**config.mk**
```make
export PLATFORM = sky130hd
export DESIGN_NAME = sdtg_core
export DESIGN_NICKNAME = d
export VERILOG_FILES = /design/src/logic/sdtg_pkg.sv /design/src/logic/sdtg_core.sv
export SDC_FILE = /design/constraint.sdc
export NUM_CORES = 1
export LEC_CHECK = 0
export BUFFER_PORTS_ARGS = -buffer_cell sky130_fd_sc_hd__clkbuf_2
export CORE_AREA = 2 2 95 97
export CTS_CLUSTER_DIAMETER = 50
export CTS_CLUSTER_SIZE = 28
export DETAILED_ROUTE_END_ITERATION = 10
export DIE_AREA = 0 0 97 99
export PLACE_DENSITY = 0.8
export SYNTH_ARGS = -nofsm -noshare
export SYNTH_HDL_FRONTEND = slang
export SYNTH_SLANG_ARGS = --single-unit
```
**constraint.sdc**
```tcl
create_clock -name i_clk -period 3 [get_ports i_clk]
set_input_delay 0 -clock i_clk [delete_from_list [all_inputs] [get_ports i_clk]]
set_output_delay 0 -clock i_clk [all_outputs]
set_load 0.02 [all_outputs]
```
**src/logic/sdtg_pkg.sv**
```systemverilog
package sdtg_pkg;
   // Register byte offsets
   localparam logic [3:0] SDTG_OFS_SYNTH = 4'h0;
   localparam logic [3:0] SDTG_OFS_MODE = 4'h4;
   localparam logic [3:0] SDTG_OFS_STATUS = 4'h8;

   // Divider ratios
   localparam int SDTG_REF_DIV_LO = 6;
   localparam int SDTG_REF_DIV_HI = 8;
   localparam int SDTG_PRESC_RX = 32;
   localparam int SDTG_PRESC_TX = 34;
   localparam int SDTG_MAIN_N = 32;

   // Timing, clock at 10 MHz
   localparam int SDTG_CLK_HZ = 10000000;
   localparam int SDTG_LOCK_US = 148;
   localparam int SDTG_LOCK_CYC = (SDTG_LOCK_US * (SDTG_CLK_HZ / 1000000));
   localparam int SDTG_PA_ON_NS = 100;
   localparam int SDTG_PA_ON_CYC = (SDTG_PA_ON_NS * (SDTG_CLK_HZ / 1000000) + 999) / 1000;
   localparam int SDTG_PA_OFF_NS = 4000;
   localparam int SDTG_PA_OFF_CYC = (SDTG_PA_OFF_NS * (SDTG_CLK_HZ / 1000000)) / 1000;
   localparam int SDTG_RAMP_NS = 2000;
   localparam int SDTG_RAMP_CYC = (SDTG_RAMP_NS * (SDTG_CLK_HZ / 1000000)) / 1000;

   // Pump override codes
   localparam logic [1:0] SDTG_PUMP_NORMAL = 2'h0;
   localparam logic [1:0] SDTG_PUMP_FORCE_DN = 2'h1;
   localparam logic [1:0] SDTG_PUMP_FORCE_UP = 2'h2;
   localparam logic [1:0] SDTG_PUMP_TRI = 2'h3;

   // Power trim codes
   localparam logic [1:0] SDTG_TRIM_M13 = 2'h0;
   localparam logic [1:0] SDTG_TRIM_NOM = 2'h1;
   localparam logic [1:0] SDTG_TRIM_P13 = 2'h2;
   localparam logic [1:0] SDTG_TRIM_P19 = 2'h3;

   typedef struct packed {
      logic rx_extra_gain;
      logic [1:0] out_power_trim;
      logic ref_ratio_select;
      logic prescale_select;
      logic [4:0] swallow_count;
   } sdtg_synth_t;

   typedef struct packed {
      logic [1:0] pump_override;
      logic ramp_pin_polarity;
      logic fm_keying_enable;
      logic keying_pin_polarity;
      logic level_freeze_enable;
      logic level_freeze_polarity;
      logic transmit_power_on;
      logic front_end_power;
      logic synth_power;
   } sdtg_mode_t;

   typedef struct packed {
      logic tx_gate_active;
      logic slice_hold;
      logic amp_enable;
      logic pump_held;
      logic locked;
   } sdtg_status_t;

   localparam sdtg_synth_t SDTG_SYNTH_RST = '0;
   localparam sdtg_mode_t SDTG_MODE_RST = '0;
endpackage : sdtg_pkg

```
**src/logic/sdtg_core.sv**
```systemverilog
`timescale 1ns/10ps
// Overview of operation
// - reference divided by 6 when ref_ratio_select is 0, by 8 when 1.
// - LO divided by pulse-swallow counter, total ratio M times N plus A.
// - prescaler modulus M is 32 when prescale_select is 0, 34 when 1.
// - main counter N fixed at 32; swallow count A 0..31 from field.
// - pump_override acts on comparator outputs at once, unsynchronised.
// - keying waits for pump state boundary, then holds pump tri-state unless pump_override forces up or down.
// - lock indication high only after 148 us of continuous lock.
// - lock on lock_pin always; on rx_bit_output in synth-only standby.
// - ratio 0 suits a 10.368 MHz reference, 1 suits 13.824 MHz.
// - ramp pin controls the gated amplifier at the selected polarity.
// - amp_enable_delayed is a delayed copy of the ramp pin active state.
// - amp_enable_delayed rises within 200 ns of the ramp pin going active.
// - amp_enable_delayed falls 3 to 6 us after the ramp pin goes inactive.
// - out_power_trim selects -1.3 dB, nominal, +1.3 dB or +1.9 dB.
// - rx_extra_gain selects typically 20 dB or 25 dB front-end gain.
// - pump_override 00 normal, 01 force down, 10 force up, 11 tri-state.
// - ramp pin active high when polarity bit is 1, active low when 0.
// - modulation on by keying flag or keying_pin at selected level.
// - slice hold by freeze flag or level_freeze_pin at selected level.
module sdtg_core #(
   parameter int MAIN_N = sdtg_pkg::SDTG_MAIN_N
) (
   // Clock and reset
   input wire logic i_clk,
   input wire logic i_arst_n,
   // Register port
   input wire logic [3:0] i_addr,
   input wire logic [31:0] i_wdata,
   input wire logic i_wr,
   input wire logic i_rd,
   output logic [31:0] o_rdata,
   // Synthesiser inputs: ticks pulse one cycle per input clock period, phase lock is a level
   input wire logic i_ref_tick,
   input wire logic i_lo_tick,
   input wire logic i_phase_locked,
   // Controller pins
   input wire logic i_keying_pin,
   input wire logic i_level_freeze_pin,
   input wire logic i_tx_ramp_control_pin,
   input wire logic i_slicer_data,
   // Synthesiser outputs
   output logic o_ref_div,
   output logic o_lo_div,
   output logic o_pump_up,
   output logic o_pump_dn,
   output logic o_pump_tri,
   output logic o_lock_pin,
   output logic o_rx_bit_output,
   // Transmit and receive controls
   output logic o_amp_enable_delayed,
   output logic [7:0] o_tx_level,
   output logic [1:0] o_power_trim,
   output logic o_rx_extra_gain,
   output logic o_slice_hold
);
   localparam int RAMP_MAX = sdtg_pkg::SDTG_RAMP_CYC;

   sdtg_pkg::sdtg_synth_t synth_q;
   sdtg_pkg::sdtg_mode_t mode_q;
   sdtg_pkg::sdtg_status_t status;
   logic [31:0] rdata_q;

   // Register writes
   always_ff @(posedge i_clk or negedge i_arst_n) begin
      if (!i_arst_n) begin
         synth_q <= sdtg_pkg::SDTG_SYNTH_RST;
         mode_q <= sdtg_pkg::SDTG_MODE_RST;
      end else if (i_wr) begin
         if (i_addr == sdtg_pkg::SDTG_OFS_SYNTH) begin
            synth_q <= i_wdata[$bits(sdtg_pkg::sdtg_synth_t)-1:0];
         end
         if (i_addr == sdtg_pkg::SDTG_OFS_MODE) begin
            mode_q <= i_wdata[$bits(sdtg_pkg::sdtg_mode_t)-1:0];
         end
      end
   end

   // Register reads, unmapped addresses read zero
   always_ff @(posedge i_clk or negedge i_arst_n) begin
      if (!i_arst_n) begin
         rdata_q <= 32'h0;
      end else if (i_rd) begin
         case (i_addr)
            sdtg_pkg::SDTG_OFS_SYNTH: rdata_q <= 32'(synth_q);
            sdtg_pkg::SDTG_OFS_MODE: rdata_q <= 32'(mode_q);
            sdtg_pkg::SDTG_OFS_STATUS: rdata_q <= 32'(status);
            default: rdata_q <= 32'h0;
         endcase
      end else begin
         rdata_q <= 32'h0;
      end
   end
   assign o_rdata = rdata_q;

   // Reference divider
   logic [3:0] ref_cnt_q;
   logic [3:0] ref_last;
   logic ref_div_q;
   assign ref_last = synth_q.ref_ratio_select ? 4'(sdtg_pkg::SDTG_REF_DIV_HI - 1)
                                              : 4'(sdtg_pkg::SDTG_REF_DIV_LO - 1);
   always_ff @(posedge i_clk or negedge i_arst_n) begin
      if (!i_arst_n) begin
         ref_cnt_q <= 4'h0;
         ref_div_q <= 1'b0;
      end else begin
         ref_div_q <= 1'b0;
         if (i_ref_tick) begin
            if (ref_cnt_q >= ref_last) begin
               ref_cnt_q <= 4'h0;
               ref_div_q <= 1'b1;
            end else begin
               ref_cnt_q <= ref_cnt_q + 4'h1;
            end
         end
      end
   end
   assign o_ref_div = ref_div_q;

   // Pulse-swallow LO divider: prescaler runs M+1 while swallows remain, else M
   logic [5:0] pre_cnt_q;
   logic [5:0] pre_last;
   logic [5:0] main_cnt_q;
   logic [4:0] swal_q;
   logic lo_div_q;
   always_comb begin
      pre_last = synth_q.prescale_select ? 6'(sdtg_pkg::SDTG_PRESC_TX - 1)
                                         : 6'(sdtg_pkg::SDTG_PRESC_RX - 1);
      if (swal_q != 5'h0) begin
         pre_last = pre_last + 6'h1;
      end
   end
   always_ff @(posedge i_clk or negedge i_arst_n) begin
      if (!i_arst_n) begin
         pre_cnt_q <= 6'h0;
         main_cnt_q <= 6'h0;
         swal_q <= 5'h0;
         lo_div_q <= 1'b0;
      end else begin
         lo_div_q <= 1'b0;
         if (i_lo_tick) begin
            if (pre_cnt_q >= pre_last) begin
               pre_cnt_q <= 6'h0;
               if (main_cnt_q >= 6'(MAIN_N - 1)) begin
                  main_cnt_q <= 6'h0;
                  swal_q <= synth_q.swallow_count;
                  lo_div_q <= 1'b1;
               end else begin
                  main_cnt_q <= main_cnt_q + 6'h1;
                  if (swal_q != 5'h0) begin
                     swal_q <= swal_q - 5'h1;
                  end
               end
            end else begin
               pre_cnt_q <= pre_cnt_q + 6'h1;
            end
         end
      end
   end
   assign o_lo_div = lo_div_q;

   // Three-state phase-frequency comparator
   logic up_q;
   logic dn_q;
   always_ff @(posedge i_clk or negedge i_arst_n) begin
      if (!i_arst_n) begin
         up_q <= 1'b0;
         dn_q <= 1'b0;
      end else begin
         if ((up_q || ref_div_q) && (dn_q || lo_div_q)) begin
            up_q <= 1'b0;
            dn_q <= 1'b0;
         end else begin
            up_q <= up_q || ref_div_q;
            dn_q <= dn_q || lo_div_q;
         end
      end
   end

   // Keying hold only engages when the pump sits between pulses
   logic keying_on;
   logic hold_q;
   assign keying_on = mode_q.fm_keying_enable ||
                      (i_keying_pin == mode_q.keying_pin_polarity);
   always_ff @(posedge i_clk or negedge i_arst_n) begin
      if (!i_arst_n) begin
         hold_q <= 1'b0;
      end else if (!keying_on) begin
         hold_q <= 1'b0;
      end else if (!up_q && !dn_q) begin
         hold_q <= 1'b1;
      end
   end

   // Override is combinational so a change reaches the pump in the same cycle
   always_comb begin
      o_pump_up = 1'b0;
      o_pump_dn = 1'b0;
      o_pump_tri = 1'b0;
      case (mode_q.pump_override)
         sdtg_pkg::SDTG_PUMP_NORMAL: begin
            o_pump_up = up_q && !hold_q;
            o_pump_dn = dn_q && !hold_q;
            o_pump_tri = hold_q || (up_q == dn_q);
         end
         sdtg_pkg::SDTG_PUMP_FORCE_DN: o_pump_dn = 1'b1;
         sdtg_pkg::SDTG_PUMP_FORCE_UP: o_pump_up = 1'b1;
         sdtg_pkg::SDTG_PUMP_TRI: o_pump_tri = 1'b1;
         default: o_pump_tri = 1'b1;
      endcase
   end

   // Lock qualification
   logic [10:0] lock_cnt_q;
   logic lock_q;
   always_ff @(posedge i_clk or negedge i_arst_n) begin
      if (!i_arst_n) begin
         lock_cnt_q <= 11'h0;
         lock_q <= 1'b0;
      end else if (!i_phase_locked) begin
         lock_cnt_q <= 11'h0;
         lock_q <= 1'b0;
      end else if (lock_cnt_q >= 11'(sdtg_pkg::SDTG_LOCK_CYC - 1)) begin
         lock_q <= 1'b1;
      end else begin
         lock_cnt_q <= lock_cnt_q + 11'h1;
      end
   end

   logic rx_bit_q;
   always_ff @(posedge i_clk or negedge i_arst_n) begin
      if (!i_arst_n) begin
         rx_bit_q <= 1'b0;
      end else if (mode_q.synth_power && !mode_q.front_end_power &&
                   !mode_q.transmit_power_on) begin
         rx_bit_q <= lock_q;
      end else begin
         rx_bit_q <= i_slicer_data;
      end
   end
   assign o_lock_pin = lock_q;
   assign o_rx_bit_output = rx_bit_q;

   // Transmit gating
   logic gate_on;
   logic [1:0] on_cnt_q;
   logic [5:0] off_cnt_q;
   logic amp_q;
   logic [7:0] ramp_q;
   assign gate_on = (i_tx_ramp_control_pin == mode_q.ramp_pin_polarity);

   // Amplifier enable rises with the first ramp step and trails the ramp down
   always_ff @(posedge i_clk or negedge i_arst_n) begin
      if (!i_arst_n) begin
         on_cnt_q <= 2'h0;
         off_cnt_q <= 6'h0;
         amp_q <= 1'b0;
      end else if (gate_on) begin
         off_cnt_q <= 6'h0;
         if (on_cnt_q >= 2'(sdtg_pkg::SDTG_PA_ON_CYC - 1)) begin
            amp_q <= 1'b1;
         end else begin
            on_cnt_q <= on_cnt_q + 2'h1;
         end
      end else begin
         on_cnt_q <= 2'h0;
         if (amp_q) begin
            if (off_cnt_q >= 6'(sdtg_pkg::SDTG_PA_OFF_CYC - 1)) begin
               amp_q <= 1'b0;
               off_cnt_q <= 6'h0;
            end else begin
               off_cnt_q <= off_cnt_q + 6'h1;
            end
         end
      end
   end
   assign o_amp_enable_delayed = amp_q;

   // Linear output ramp, full scale RAMP_MAX
   always_ff @(posedge i_clk or negedge i_arst_n) begin
      if (!i_arst_n) begin
         ramp_q <= 8'h0;
      end else if (gate_on && ramp_q < 8'(RAMP_MAX)) begin
         ramp_q <= ramp_q + 8'h1;
      end else if (!gate_on && ramp_q != 8'h0) begin
         ramp_q <= ramp_q - 8'h1;
      end
   end
   assign o_tx_level = ramp_q;

   // Trim, gain and slice hold
   logic slice_q;
   always_ff @(posedge i_clk or negedge i_arst_n) begin
      if (!i_arst_n) begin
         slice_q <= 1'b0;
      end else begin
         slice_q <= mode_q.level_freeze_enable ||
                    (i_level_freeze_pin == mode_q.level_freeze_polarity);
      end
   end
   assign o_slice_hold = slice_q;
   assign o_power_trim = synth_q.out_power_trim;
   assign o_rx_extra_gain = synth_q.rx_extra_gain;

   always_comb begin
      status.locked = lock_q;
      status.pump_held = hold_q;
      status.amp_enable = amp_q;
      status.slice_hold = slice_q;
      status.tx_gate_active = gate_on;
   end
endmodule : sdtg_core

```
==> Word-level counts from Yosys, hierarchy flattened <==
Index checks and enable logic that the tools add are counted.
{ "op_classes": {"n_mux": 38, "n_addsub": 10, "n_reduce_logical": 30, "n_eq_ne": 14, "magnitude_cmp": 7} }
{ "op_table": {"columns": ["op", "count"], "rows": [
  ["$mux W6", 7],
  ["$pmux W10 S3", 1],
  ["$add A6 B1 Y6 const B", 4],
  ["$mux W11", 2],
  ["$mux W1", 16],
  ["$mux W8", 2],
  ["$add A11 B1 Y11 const B", 1],
  ["$ge A11 B11 Y1 const B", 1],
  ["$mux W10", 1],
  ["$mux W5", 2],
  ["$add A8 B1 Y8 const B", 1],
  ["$logic_and A1 B1 Y1", 8],
  ["$lt A8 B5 Y1 const B", 1],
  ["$reduce_bool A8 Y1", 1],
  ["$sub A8 B1 Y8 const B", 1],
  ["$ge A6 B5 Y1 const B", 1],
  ["$ge A6 B6 Y1", 1],
  ["$ge A6 B6 Y1 const B", 1],
  ["$logic_not A1 Y1", 6],
  ["$mux W2", 3],
  ["$ne A2 B1 Y1 const B", 3],
  ["$pmux W1 S2", 3],
  ["$reduce_and A2 Y1", 3],
  ["$reduce_bool A2 Y1", 3],
  ["other kinds (17)", 26]
]} }
{ "totals": {"regBits": 109, "wordCells": 131, "output_inout_bits": 52, "in_bits": 47} }

==> Logic depth before layout (Yosys ltp) <==
Gate-level depths: netlist of run 1.
{ "depth": {"depth_word": 6, "ltp_mapped": 12, "ltp_nobuf": 11} }

==> Least setup slack after synthesis of run 1 <==
No wires, ideal clock.
{ "synth_path": {"path_type": "reg-to-reg", "from": "register swal_q[0]", "to": "register swal_q[3]", "stages_incl_launch_ff": 13, "slack_ns": 0.278, "setup_time_ns": 0.121, "n_path_buf": 1, "t_arrival_ns": 2.601, "required_time_ns": 2.879, "cell_sequence": "dfrtp_1 inv_1 ha_1 nor4b_2 ha_1 inv_1 ha_1 a21o_1 and3_1 a221oi_2 buf_2 a21oi_1 o22a_1"} }
{ "synth_via": {"elab_chain_cells": 4} }
{ "synth_rtl": {"columns": ["item", "line", "rtl"], "rows": [
  ["start, declared", "sdtg_core.sv:125", "logic [4:0] swal_q;"],
  ["start signal, assigned", "sdtg_core.sv:147", "swal_q <= synth_q.swallow_count;"],
  ["start signal, assigned", "sdtg_core.sv:152", "swal_q <= swal_q - 5'h1;"],
  ["$reduce_bool A5 Y1", "sdtg_core.sv:130, sdtg_core.sv:151", null],
  ["$mux W6", "sdtg_core.sv:130", "if (swal_q != 5'h0) begin"],
  ["$ge A6 B6 Y1", "sdtg_core.sv:143", "if (pre_cnt_q >= pre_last) begin"],
  ["$reduce_and A3 Y1 (no line)", null, null]
]} }
Several ways; a longest one is shown, not always the timed one. The select of a mux whose other input is x is not followed.
A chain may end at the register's enable or synchronous reset.

==> Final worst setup path of run 1 <==
{ "layout_path": {"from": "register swal_q[0]", "to": "register main_cnt_q[4]"} }
{ "layout_via": {"elab_chain_cells": 4} }
{ "layout_rtl": {"columns": ["item", "line", "rtl"], "rows": [
  ["$reduce_bool A5 Y1", "sdtg_core.sv:130", null],
  ["$mux W6", "sdtg_core.sv:130", null],
  ["$ge A6 B6 Y1", "sdtg_core.sv:143", null],
  ["$reduce_and A2 Y1 (no line)", null, null],
  ["end signal, assigned", "sdtg_core.sv:150", "main_cnt_q <= main_cnt_q + 6'h1;"],
  ["end, declared", "sdtg_core.sv:124", "logic [5:0] main_cnt_q;"]
]} }
Every way passes these cells.

==> results of run 1 <==
[cells in the final DEF, fill, tap and decap left out, drive strengths merged, types with 6 or more instances in the layout]
cell type    synthesis  layout
a21o                10      10
a21oi               23      23
and2                 9       9
and3                 6       6
buf                 31       7
clkbuf               3      63
conb                 1      22
dfrtp               85      85
dlygate4sd3          0      18
ha                  27      27
inv                 18      18
mux2                24      24
mux2i               15      15
nand2               25      25
nand2b               6       6
nand3               12      12
nor2                37      37
nor2b                7       7
nor3                 7       7
o21ai               24      24
xnor2                9       9
xor2                13      13
[tightest hold or removal path: cells and delay by family]
family | cells | cell delay [ns]
AO/OA/AOI/OAI | 1 | 0.17
buffers and inverters | 1 | 0.10
XOR/XNOR | 1 | 0.06
[cell type report]
cell class,count,area share
clock buffer,10,0.0237
timing repair buffer,78,0.0925
multi-input combinational,324,0.430
inverter,18,0.0126
sequential,85,0.395
clock inverter,6,0.0207
tap,108,0.0251
[cells by family after synthesis]
logic type               share of synthesized area
AND/OR/NAND/NOR                              0.132
buffers and inverters                       0.0632
flip-flops                                   0.457
other                                     0.000807
adder cells (fa/ha/maj)                     0.0770
XOR/XNOR                                    0.0431
multiplexers                                0.0904
AO/OA/AOI/OAI                                0.136
[per-layer routing]
layer	vias to the layer above	part of all wire	GRT usage
li1	1663	-	-
met1	1634	0.46	0.255
met2	79	0.49	0.342
met3	7	0.044	0.0560
met4	0	0.0091	0.0520
met5	-	0	0
[power by group through the flow]
stage / Sequential, mW / Clock (mW) / Combinational (mW)
finish: 1.72 / 0.971 / 1.62
global placement: 1.71 / 0 / 1.51
CTS: 1.71 / 0.984 / 1.63
floorplan: 1.75 / 0 / 1.17
detailed placement: 1.73 / 0 / 1.60
global route: 1.76 / 1.03 / 1.84
[flip-flops by register name, summed over array words and instances, names as in the netlist, 2 cells and up]
name          cells
swal_q            5
pre_cnt_q         6
mode_q           10
o_rdata          10
ref_cnt_q         4
off_cnt_q         6
synth_q           7
lock_cnt_q       11
o_power_trim      2
o_tx_level        8
main_cnt_q        6
[timing repair]
item | in CTS | in global routing
setup endpoints to repair | 0 | 3
resized for setup | 0 | 1
endpoints found under the hold margin | 121 | 0
hold buffers | 18 | 0
[metrics by stage]
step,area (µm²),utilization
3_5_place_dp,4950,0.579
5_1_grt,5380,0.630
2_1_floorplan,4730,-
4_1_cts,5370,0.628
3_3_place_gp,4950,0.579
6_report,5380,0.630
[worst max path at each step]
| stage | cells after the start | end | start |
|---|---|---|---|
| 2_1_floorplan | 12 | swal_q[3]$_DFFE_PN0P_ | swal_q[0]$_DFFE_PN0P_ |
| 3_5_place_dp | 12 | main_cnt_q[4]$_DFFE_PN0P_ | swal_q[0]$_DFFE_PN0P_ |
| 4_1_cts | 12 | main_cnt_q[4]$_DFFE_PN0P_ | swal_q[0]$_DFFE_PN0P_ |
| 3_3_place_gp | 12 | main_cnt_q[4]$_DFFE_PN0P_ | swal_q[0]$_DFFE_PN0P_ |
| 5_1_grt | 13 | swal_q[0]$_DFFE_PN0P_ | swal_q[0]$_DFFE_PN0P_ |
| 6_report | 12 | main_cnt_q[4]$_DFFE_PN0P_ | swal_q[0]$_DFFE_PN0P_ |
==> metrics.txt, run 1 <==
Hold Crit Class=input port to flip-flop; post-DP HPWL=6530 µm; PwrDens=802 nW/µm²; Top-Level Pins=99; maxcap violations=0; number of global-route vias before repair=3,335; flops & latches, synth=85; sequential power share=0.399; Core Area=8550 µm²; largest net degree at the start of global routing=39; Vias=3,383; share of post-route cells with drive strength above 1=0.211; # nets final=591; Die Wd=97 µm; setup ws final=0.257 ns; Final Hold Vio Count=0; Yosys warning count=0; IO buf count=54; crit path kind=flip-flop to flip-flop; Clock power frac=0.225; Most Frequent Cell on Critical Path=ha_1; Post-CTS Setup Bufs=0; Worst Hold Path Cells=3; Hold EP=hold_q$_DFFE_PN0P_; top post-synthesis cells by count=85 x dfrtp_1, 37 x nor2_1, 27 x ha_1; CP top delay family=adder cells; post-synth top area share=0.457; crit-path cells=inv_1 > ha_1 > nor4b_4 > ha_1 > inv_1 > ha_1 > a21o_1 > and3_1 > a221oi_2 > buf_4 > nor4_1 > a221o_1; row count=34; Die Footprint=9600 µm²; Worst-Skew Late Latency=0.36 ns; fin crit share=0.914; Clock Pin Slew Worst Setup and Hold Paths=0.09 ns; measured slew at the worst slew-check pin=0.727 ns; Synth-to-Final Area Change=15.8%; DRC=0; arrival time worst endpoint=2.97 ns; antenna cells=0; initial antenna violation count=0; TritonCTS clock tree=yes; CP Buf/Inv Count=3; hold path startpoint=i_keying_pin; max-slew violation count=0; RSZ-0062 raised after global routing=false; footprint of the multi-input gates=2320 µm²; total grt overflow=0; Final Skew=0.0128 ns; die height=99 µm; final setup TNS=0 ns; critical path required time=3.23 ns; Syn Area/Cell=10.6 µm²; Reg2Reg Setup Slack=0.26 ns; P_sw=1.60 mW; Net Sw Frac=0.370; total chip power=4.31 mW; Yosys top cell by area=dfrtp_1; P_int=2.72 mW; fillers=690; clk sinks=85; total clock buffers created by CTS=9; Reg2Reg Depth=12; GP Congestion=0.788; antenna viol nets, final=0; # setup viols final=0; Fmax achieved=0.365 GHz; leakage power=2.62 nW; synth unique cells=56; Initial Util=0.544; synthesized area=4650 µm²; crit end category=flip-flop; crit path time final=2.74 ns; Detailed Routing Iterations Pass 1=5; Seq. cell area=2130 µm²; status=finished clean; htree depth=3; clk buf depth=2; CP max-delay cell=dfrtp_1; non-filler instance count after layout=629; total track usage=0.201; worst slack at placement=0.243 ns; Slew headroom=0.513; number of synthesized flops with an enable pin=0; main area contributors after synthesis=dfrtp_1 46%, ha_1 7.3%, mux2_2 5.8%; Root Buffer=clkbuf_8; most frequent cell after synthesis=dfrtp_1; dpl cells=595; Seq/Total Area, Yosys=0.457; cell count after synthesis=440; worst hold slack=0.0150 ns; Main synth FF type=dfrtp_1; Avg WL per Cell=14.3 µm; post-synthesis async set-or-reset flop share=1.00; drt total wl=8990 µm; Via density=5.38; worst vdd ir=0.000458 V; Combinational Power Share=0.376; worst r2r dst=main_cnt_q[4]$_DFFE_PN0P_; first-pass GRT wire length=15,600 µm; worst r2r src=swal_q[0]$_DFFE_PN0P_; startpoint types=flip-flop; Initial DRC Count=169; worst stage delay on the critical path=0.41 ns; crit-path max FO=18
Note: power is estimated with default switching activity, not from simulation.
==> run 2: changes to the inputs <==
Settings changed: CORE_AREA 2 2 95 97 to 2 2 93 95, CTS_BUF_LIST from default to sky130_fd_sc_hd__clkbuf_8, DIE_AREA 0 0 97 99 to 0 0 95 97, PLACE_DENSITY 0.8 to 0.83, SKIP_CTS_REPAIR_TIMING from default to 1.
Clock period 3 ns to 3.5 ns, I/O delays scaled along.
==> run 2 against run 1 <==
  * The run now ends with negative hold slack left
  * Worst hold slack worse by 0.050 ns
  * Cell area down 2.2%
  * Via count decreased by 0.47%
  * Clock-buffer cell count down 1
  * Utilization is 1.7 points higher
  * Fmax is 5.0% lower
  * Cell count is 1.4% lower
  * Critical path type unchanged
  * Register-to-register slack gained 0.35 ns
  * Largest cell class unchanged
==> metrics.txt, run 2 (synthesis results as in run 1) <==
status=complete, but fails checks; Slew headroom=0.281; commonest non-fill, non-tap cell in the layout=dfrtp_1; Root Buffer=clkbuf_8; crit-path cells=inv_1 > ha_1 > nor4b_2 > ha_1 > inv_1 > ha_1 > a21o_1 > and3_1 > a221oi_2 > buf_4 > nor4_1 > a221o_1; most frequent cells in the layout=85 x dfrtp_1, 53 x clkbuf_2, 37 x nor2_1; IO buf count=54; clk sinks=85; RSZ-0062 raised after global routing=false; initial antenna violation count=0; htree depth=3; PwrDens=662 nW/µm²; crit end category=flip-flop; max-slew violation count=0; Combinational Power Share=0.390; post-DP HPWL=6270 µm; total grt overflow=0; worst vdd ir=0.000351 V; Final Hold Vio Count=2; Synth-to-Final Area Change=13.2%; total clock buffers created by CTS=9; share of post-route cells with drive strength above 1=0.208; footprint of the multi-input gates=2310 µm²; Most Frequent Cell on Critical Path=ha_1; worst slack at placement=0.612 ns; P_sw=1.38 mW; Clock Pin Slew Worst Setup and Hold Paths=0.09 ns; CP max-delay cell=dfrtp_1; fin crit share=0.825; drt total wl=8910 µm; maxcap violations=0; Core Area=8130 µm²; crit path kind=flip-flop to flip-flop; die height=97 µm; crit path time final=2.89 ns; Initial Util=0.572; Seq. cell area=2130 µm²; Final Skew=0.00959 ns; # setup viols final=0; Vias=3,367; GP Congestion=0.846; startpoint types=flip-flop; sequential power share=0.421; final setup TNS=0 ns; Detailed Routing Iterations Pass 1=4; Clock power frac=0.189; leakage power=2.56 nW; Top-Level Pins=99; row count=33; Initial DRC Count=189; clk buf depth=2; Worst-Skew Late Latency=0.36 ns; arrival time worst endpoint=3.13 ns; DRC=0; crit-path max FO=22; Reg2Reg Setup Slack=0.61 ns; first-pass GRT wire length=15,000 µm; # nets final=585; number of global-route vias before repair=3,199; P_int=2.11 mW; total track usage=0.204; critical path required time=3.75 ns; Hold Crit Class=input port to flip-flop; failing checks=negative hold slack; Avg WL per Cell=14.4 µm; largest reg by FF count=lock_cnt_q; Die Footprint=9220 µm²; Net Sw Frac=0.396; setup ws final=0.612 ns; Placed Area=4920 µm²; worst hold slack=-0.0345 ns; largest net degree at the start of global routing=86; TritonCTS clock tree=yes; design area=5260 µm²; Via density=5.43; fillers=649; antenna cells=0; worst stage delay on the critical path=0.40 ns; max reg flops=11; Die Wd=95 µm; antenna viol nets, final=0; measured slew at the worst slew-check pin=1.08 ns; Fmax achieved=0.346 GHz
==> run 2: changes by cell type in the layout (fill, tap and decap cells not counted), sizes merged <==
cell and delta:
buf -4, bufinv -3, inv +3, dlygate4sd3 -2, clkbuf -1, clkinvlp +1
==> run 2: through the flow <==
stage / power (mW) / hold WS [ns] / utilization / instances
6_report: 3.49 / -0.0345 / 0.647 / 620
2_1_floorplan: 2.50 / -0.296 / - / 461
3_5_place_dp: 2.83 / 0.234 / 0.605 / 588
4_1_cts: 3.49 / -0.156 / 0.627 / 604
3_3_place_gp: 2.75 / 0.229 / 0.605 / 588
5_1_grt: 3.77 / 0.00714 / 0.647 / 620
==> run 2: final cells by class <==
cell class,count,share of cell area
Inverter,18,0.0128
Multi-Input combinational cell,324,0.438
Clock buffer,9,0.0235
Timing Repair Buffer,72,0.0851
Sequential cell,85,0.404
Tap cell,105,0.0250
Clock inverter,7,0.0109
==> run 2: metal layers <==
metal  track usage  part of all wire  up-vias
met5             0                 0        -
met4        0.0780             0.017        0
met3        0.0335             0.031       14
met2         0.326              0.49       67
met1         0.279              0.46     1633
li1              -                 -     1653
==> run 2: worst max-delay path, delay by kind of cell, from the launching register on <==
kind / cells / cell delay, ns
AO/OA/AOI/OAI: 3 / 0.62
adder cells (fa/ha/maj): 3 / 0.69
buffers and inverters: 3 / 0.44
flip-flops: 1 / 0.40
AND/OR/NAND/NOR: 3 / 0.60
==> run 2: final timing paths <==
| check | depth (start not counted) | end | from |
|---|---|---|---|
| max | 12 | main_cnt_q[4]$_DFFE_PN0P_ | swal_q[0]$_DFFE_PN0P_ |
| min | 3 | o_amp_enable_delayed$_DFF_PN0_ | i_tx_ramp_control_pin |
| max reg2reg | 12 | main_cnt_q[4]$_DFFE_PN0P_ | swal_q[0]$_DFFE_PN0P_ |
| min reg2reg | 1 | dn_q$_DFF_PN0_ | o_ref_div$_DFF_PN0_ |
| max in group asynchronous | 2 | o_tx_level[1]$_DFFE_PN0P_ | i_arst_n |
| min in group asynchronous | 2 | lock_cnt_q[9]$_DFFE_PN0P_ | i_arst_n |
==> run 2: power by group through the flow <==
stage | logic [mW] | registers, mW | clock network, mW
floorplan | 1.01 | 1.50 | 0
global placement | 1.28 | 1.47 | 0
detailed placement | 1.35 | 1.48 | 0
CTS | 1.36 | 1.47 | 0.671
global route | 1.55 | 1.51 | 0.720
finish | 1.36 | 1.47 | 0.658
==> run 3: changes to the inputs <==
Settings changed: CORE_AREA 2 2 93 95 to 2 2 99 101, DIE_AREA 0 0 95 97 to 0 0 101 103, PLACE_DENSITY 0.83 to 0.77.
Clock period 3.5 ns to 2.32 ns, I/O delays scaled along.
==> run 3 against run 2 <==
  * The flow finishes with violations (negative setup slack)
  * Cell area is 9.4% higher
  * Largest cell class unchanged
  * Largest power group is now combinational cells
  * Setup slack got worse by 0.92 ns
  * Critical path type unchanged
  * Power up 76%
  * Utilization decreased by 3.9 points
  * Sequential cell count is the same
  * Critical path depth shrank 1
  * Sequential share of layout area shrank 3.4 points
  * Fmax grew 10%
  * Via count is 4.9% higher
  * First-iteration DRC count down 55%
  * Routed wire length is 10% higher
==> metrics.txt, run 3 (synthesis results as in run 1) <==
status=complete, but fails checks; failing checks=negative setup slack; # nets final=617; met2 WL=5000 µm; drt total wl=9820 µm; antenna cells=0; clk buf depth=2; commonest non-fill, non-tap cell in the layout=dfrtp_1; clk sinks=85; Avg WL per Cell=14.9 µm; Worst-Skew Late Latency=0.36 ns; RSZ-0062 raised after global routing=true; total grt overflow=0; critical path required time=2.60 ns; Setup crit end=pre_cnt_q[0]$_DFFE_PN0P_; largest reg by FF count=lock_cnt_q; crit-path max FO=4; Synth-to-Final Area Change=23.8%; share of post-route cells with drive strength above 1=0.306; Die Wd=101 µm; post-DP HPWL=6740 µm; htree depth=3; Final Hold Vio Count=0; worst r2r src=swal_q[0]$_DFFE_PN0P_; crit path kind=flip-flop to flip-flop; Clock Pin Slew Worst Setup and Hold Paths=0.08 ns; Top-Level Pins=99; met3 WL=486 µm; final setup TNS=-4.04 ns; Hold Crit Class=input port to flip-flop; measured slew at the worst slew-check pin=0.576 ns; Most Frequent Cell on Critical Path=ha_4; worst r2r dst=pre_cnt_q[0]$_DFFE_PN0P_; worst vdd ir=0.000625 V; wire length on met1=4160 µm; crit end category=flip-flop; Via density=5.35; first-pass GRT wire length=14,800 µm; Initial Util=0.492; row count=36; Detailed Routing Iterations Pass 1=4; Vias=3,531; Reg2Reg Setup Slack=-0.30 ns; max-slew violation count=0; fin crit share=1.13; max reg flops=11; Reg2Reg Depth=11; Final Skew=0.0117 ns; Root Buffer=clkbuf_8; Core Area=9460 µm²; CP max-delay cell=dfrtp_1; largest net degree at the start of global routing=45; total clock buffers created by CTS=9; maxcap violations=0; crit-path cells=inv_2 > ha_4 > nor4b_4 > ha_2 > inv_4 > ha_4 > a21o_1 > buf_4 > a221o_1 > or2_1 > mux2i_1; total track usage=0.181; worst stage delay on the critical path=0.40 ns; # setup viols final=18; CP Buf/Inv Count=3; die height=103 µm; GP Congestion=0.828; DRC=0; Slew headroom=0.616; antenna viol nets, final=0; CP top delay family=adder cells; TritonCTS clock tree=yes; initial antenna violation count=0; Die Footprint=10,400 µm²; setup ws final=-0.304 ns; number of global-route vias before repair=3,235; startpoint types=flip-flop; total chip power=6.12 mW; Initial DRC Count=85; Worst setup startpoint=swal_q[0]$_DFFE_PN0P_; final core occ=0.608; arrival time worst endpoint=2.91 ns; fillers=743; leakage power=2.76 nW; IO buf count=54; crit path time final=2.62 ns; PwrDens=1060 nW/µm²; Crit path depth=11; Fmax achieved=0.381 GHz; top routing layer in use=met4; worst slack at placement=-0.261 ns; most frequent cells in the layout=82 x dfrtp_1, 53 x clkbuf_2, 37 x nor2_1
## run 3: changes by cell type in the layout (fill, tap and decap cells not counted), moves of 3 or more
cell     before  now
a21oi_2       0    4
ha_4          0    6
o21ai_2       0    5
o21ai_1       8    4
dfrtp_2       0    3
buf_6         0    5
a21oi_1      23   18
buf_4         3   30
ha_1         27   20
dfrtp_1      85   82
## run 3: worst register-to-register path: cells and delay by family (launching register included)
family / cells / cell delay [ns]
adder cells (fa/ha/maj): 3 / 0.62
AND/OR/NAND/NOR: 2 / 0.52
buffers and inverters: 3 / 0.28
flip-flops: 1 / 0.40
multiplexers: 1 / 0.13
AO/OA/AOI/OAI: 2 / 0.59
## run 3: layout make-up
type                    instances  area [µm²]  area share
clock buffers                  10         138      0.0239
clock inverters                 5        76.3      0.0133
inverters                      18        70.1      0.0122
multi-input cells             324        2490       0.433
flip-flops and latches         85        2130       0.370
well taps                     114         143      0.0248
repair buffers                104         707       0.123
## run 3: layer usage
metal	global-route usage	vias up
met5	0	-
met4	0.0530	0
met3	0.0522	16
met2	0.309	88
met1	0.224	1713
li1	-	1714
## run 3: worst min path at each step
stage | from | end | cells past startpoint
6_report | i_phase_locked | o_lock_pin$_DFFE_PN0P_ | 2
5_1_grt | i_phase_locked | o_lock_pin$_DFFE_PN0P_ | 2
4_1_cts | i_arst_n | o_tx_level[0]$_DFFE_PN0P_ | 1
3_5_place_dp | i_arst_n | o_tx_level[0]$_DFFE_PN0P_ | 1
3_3_place_gp | i_arst_n | o_tx_level[1]$_DFFE_PN0P_ | 1
2_1_floorplan | i_arst_n | dn_q$_DFF_PN0_ | 0
## run 3: where the power goes
| group | internal (mW) | switching, mW | total [mW] |
|---|---|---|---|
| clock | 0.624 | 0.519 | 1.14 |
| combinational | 1.38 | 1.37 | 2.75 |
| sequential | 1.83 | 0.391 | 2.22 |
## run 3: per-stage QoR
step	cells	area, µm²	hold WS (ns)
after floorplan	461	4800	-0.296
after global placement	617	5150	0.0303
after detailed placement	617	5150	0.0396
after CTS	632	5370	-0.363
after global routing	660	5760	0.0133
final	660	5760	0.00969
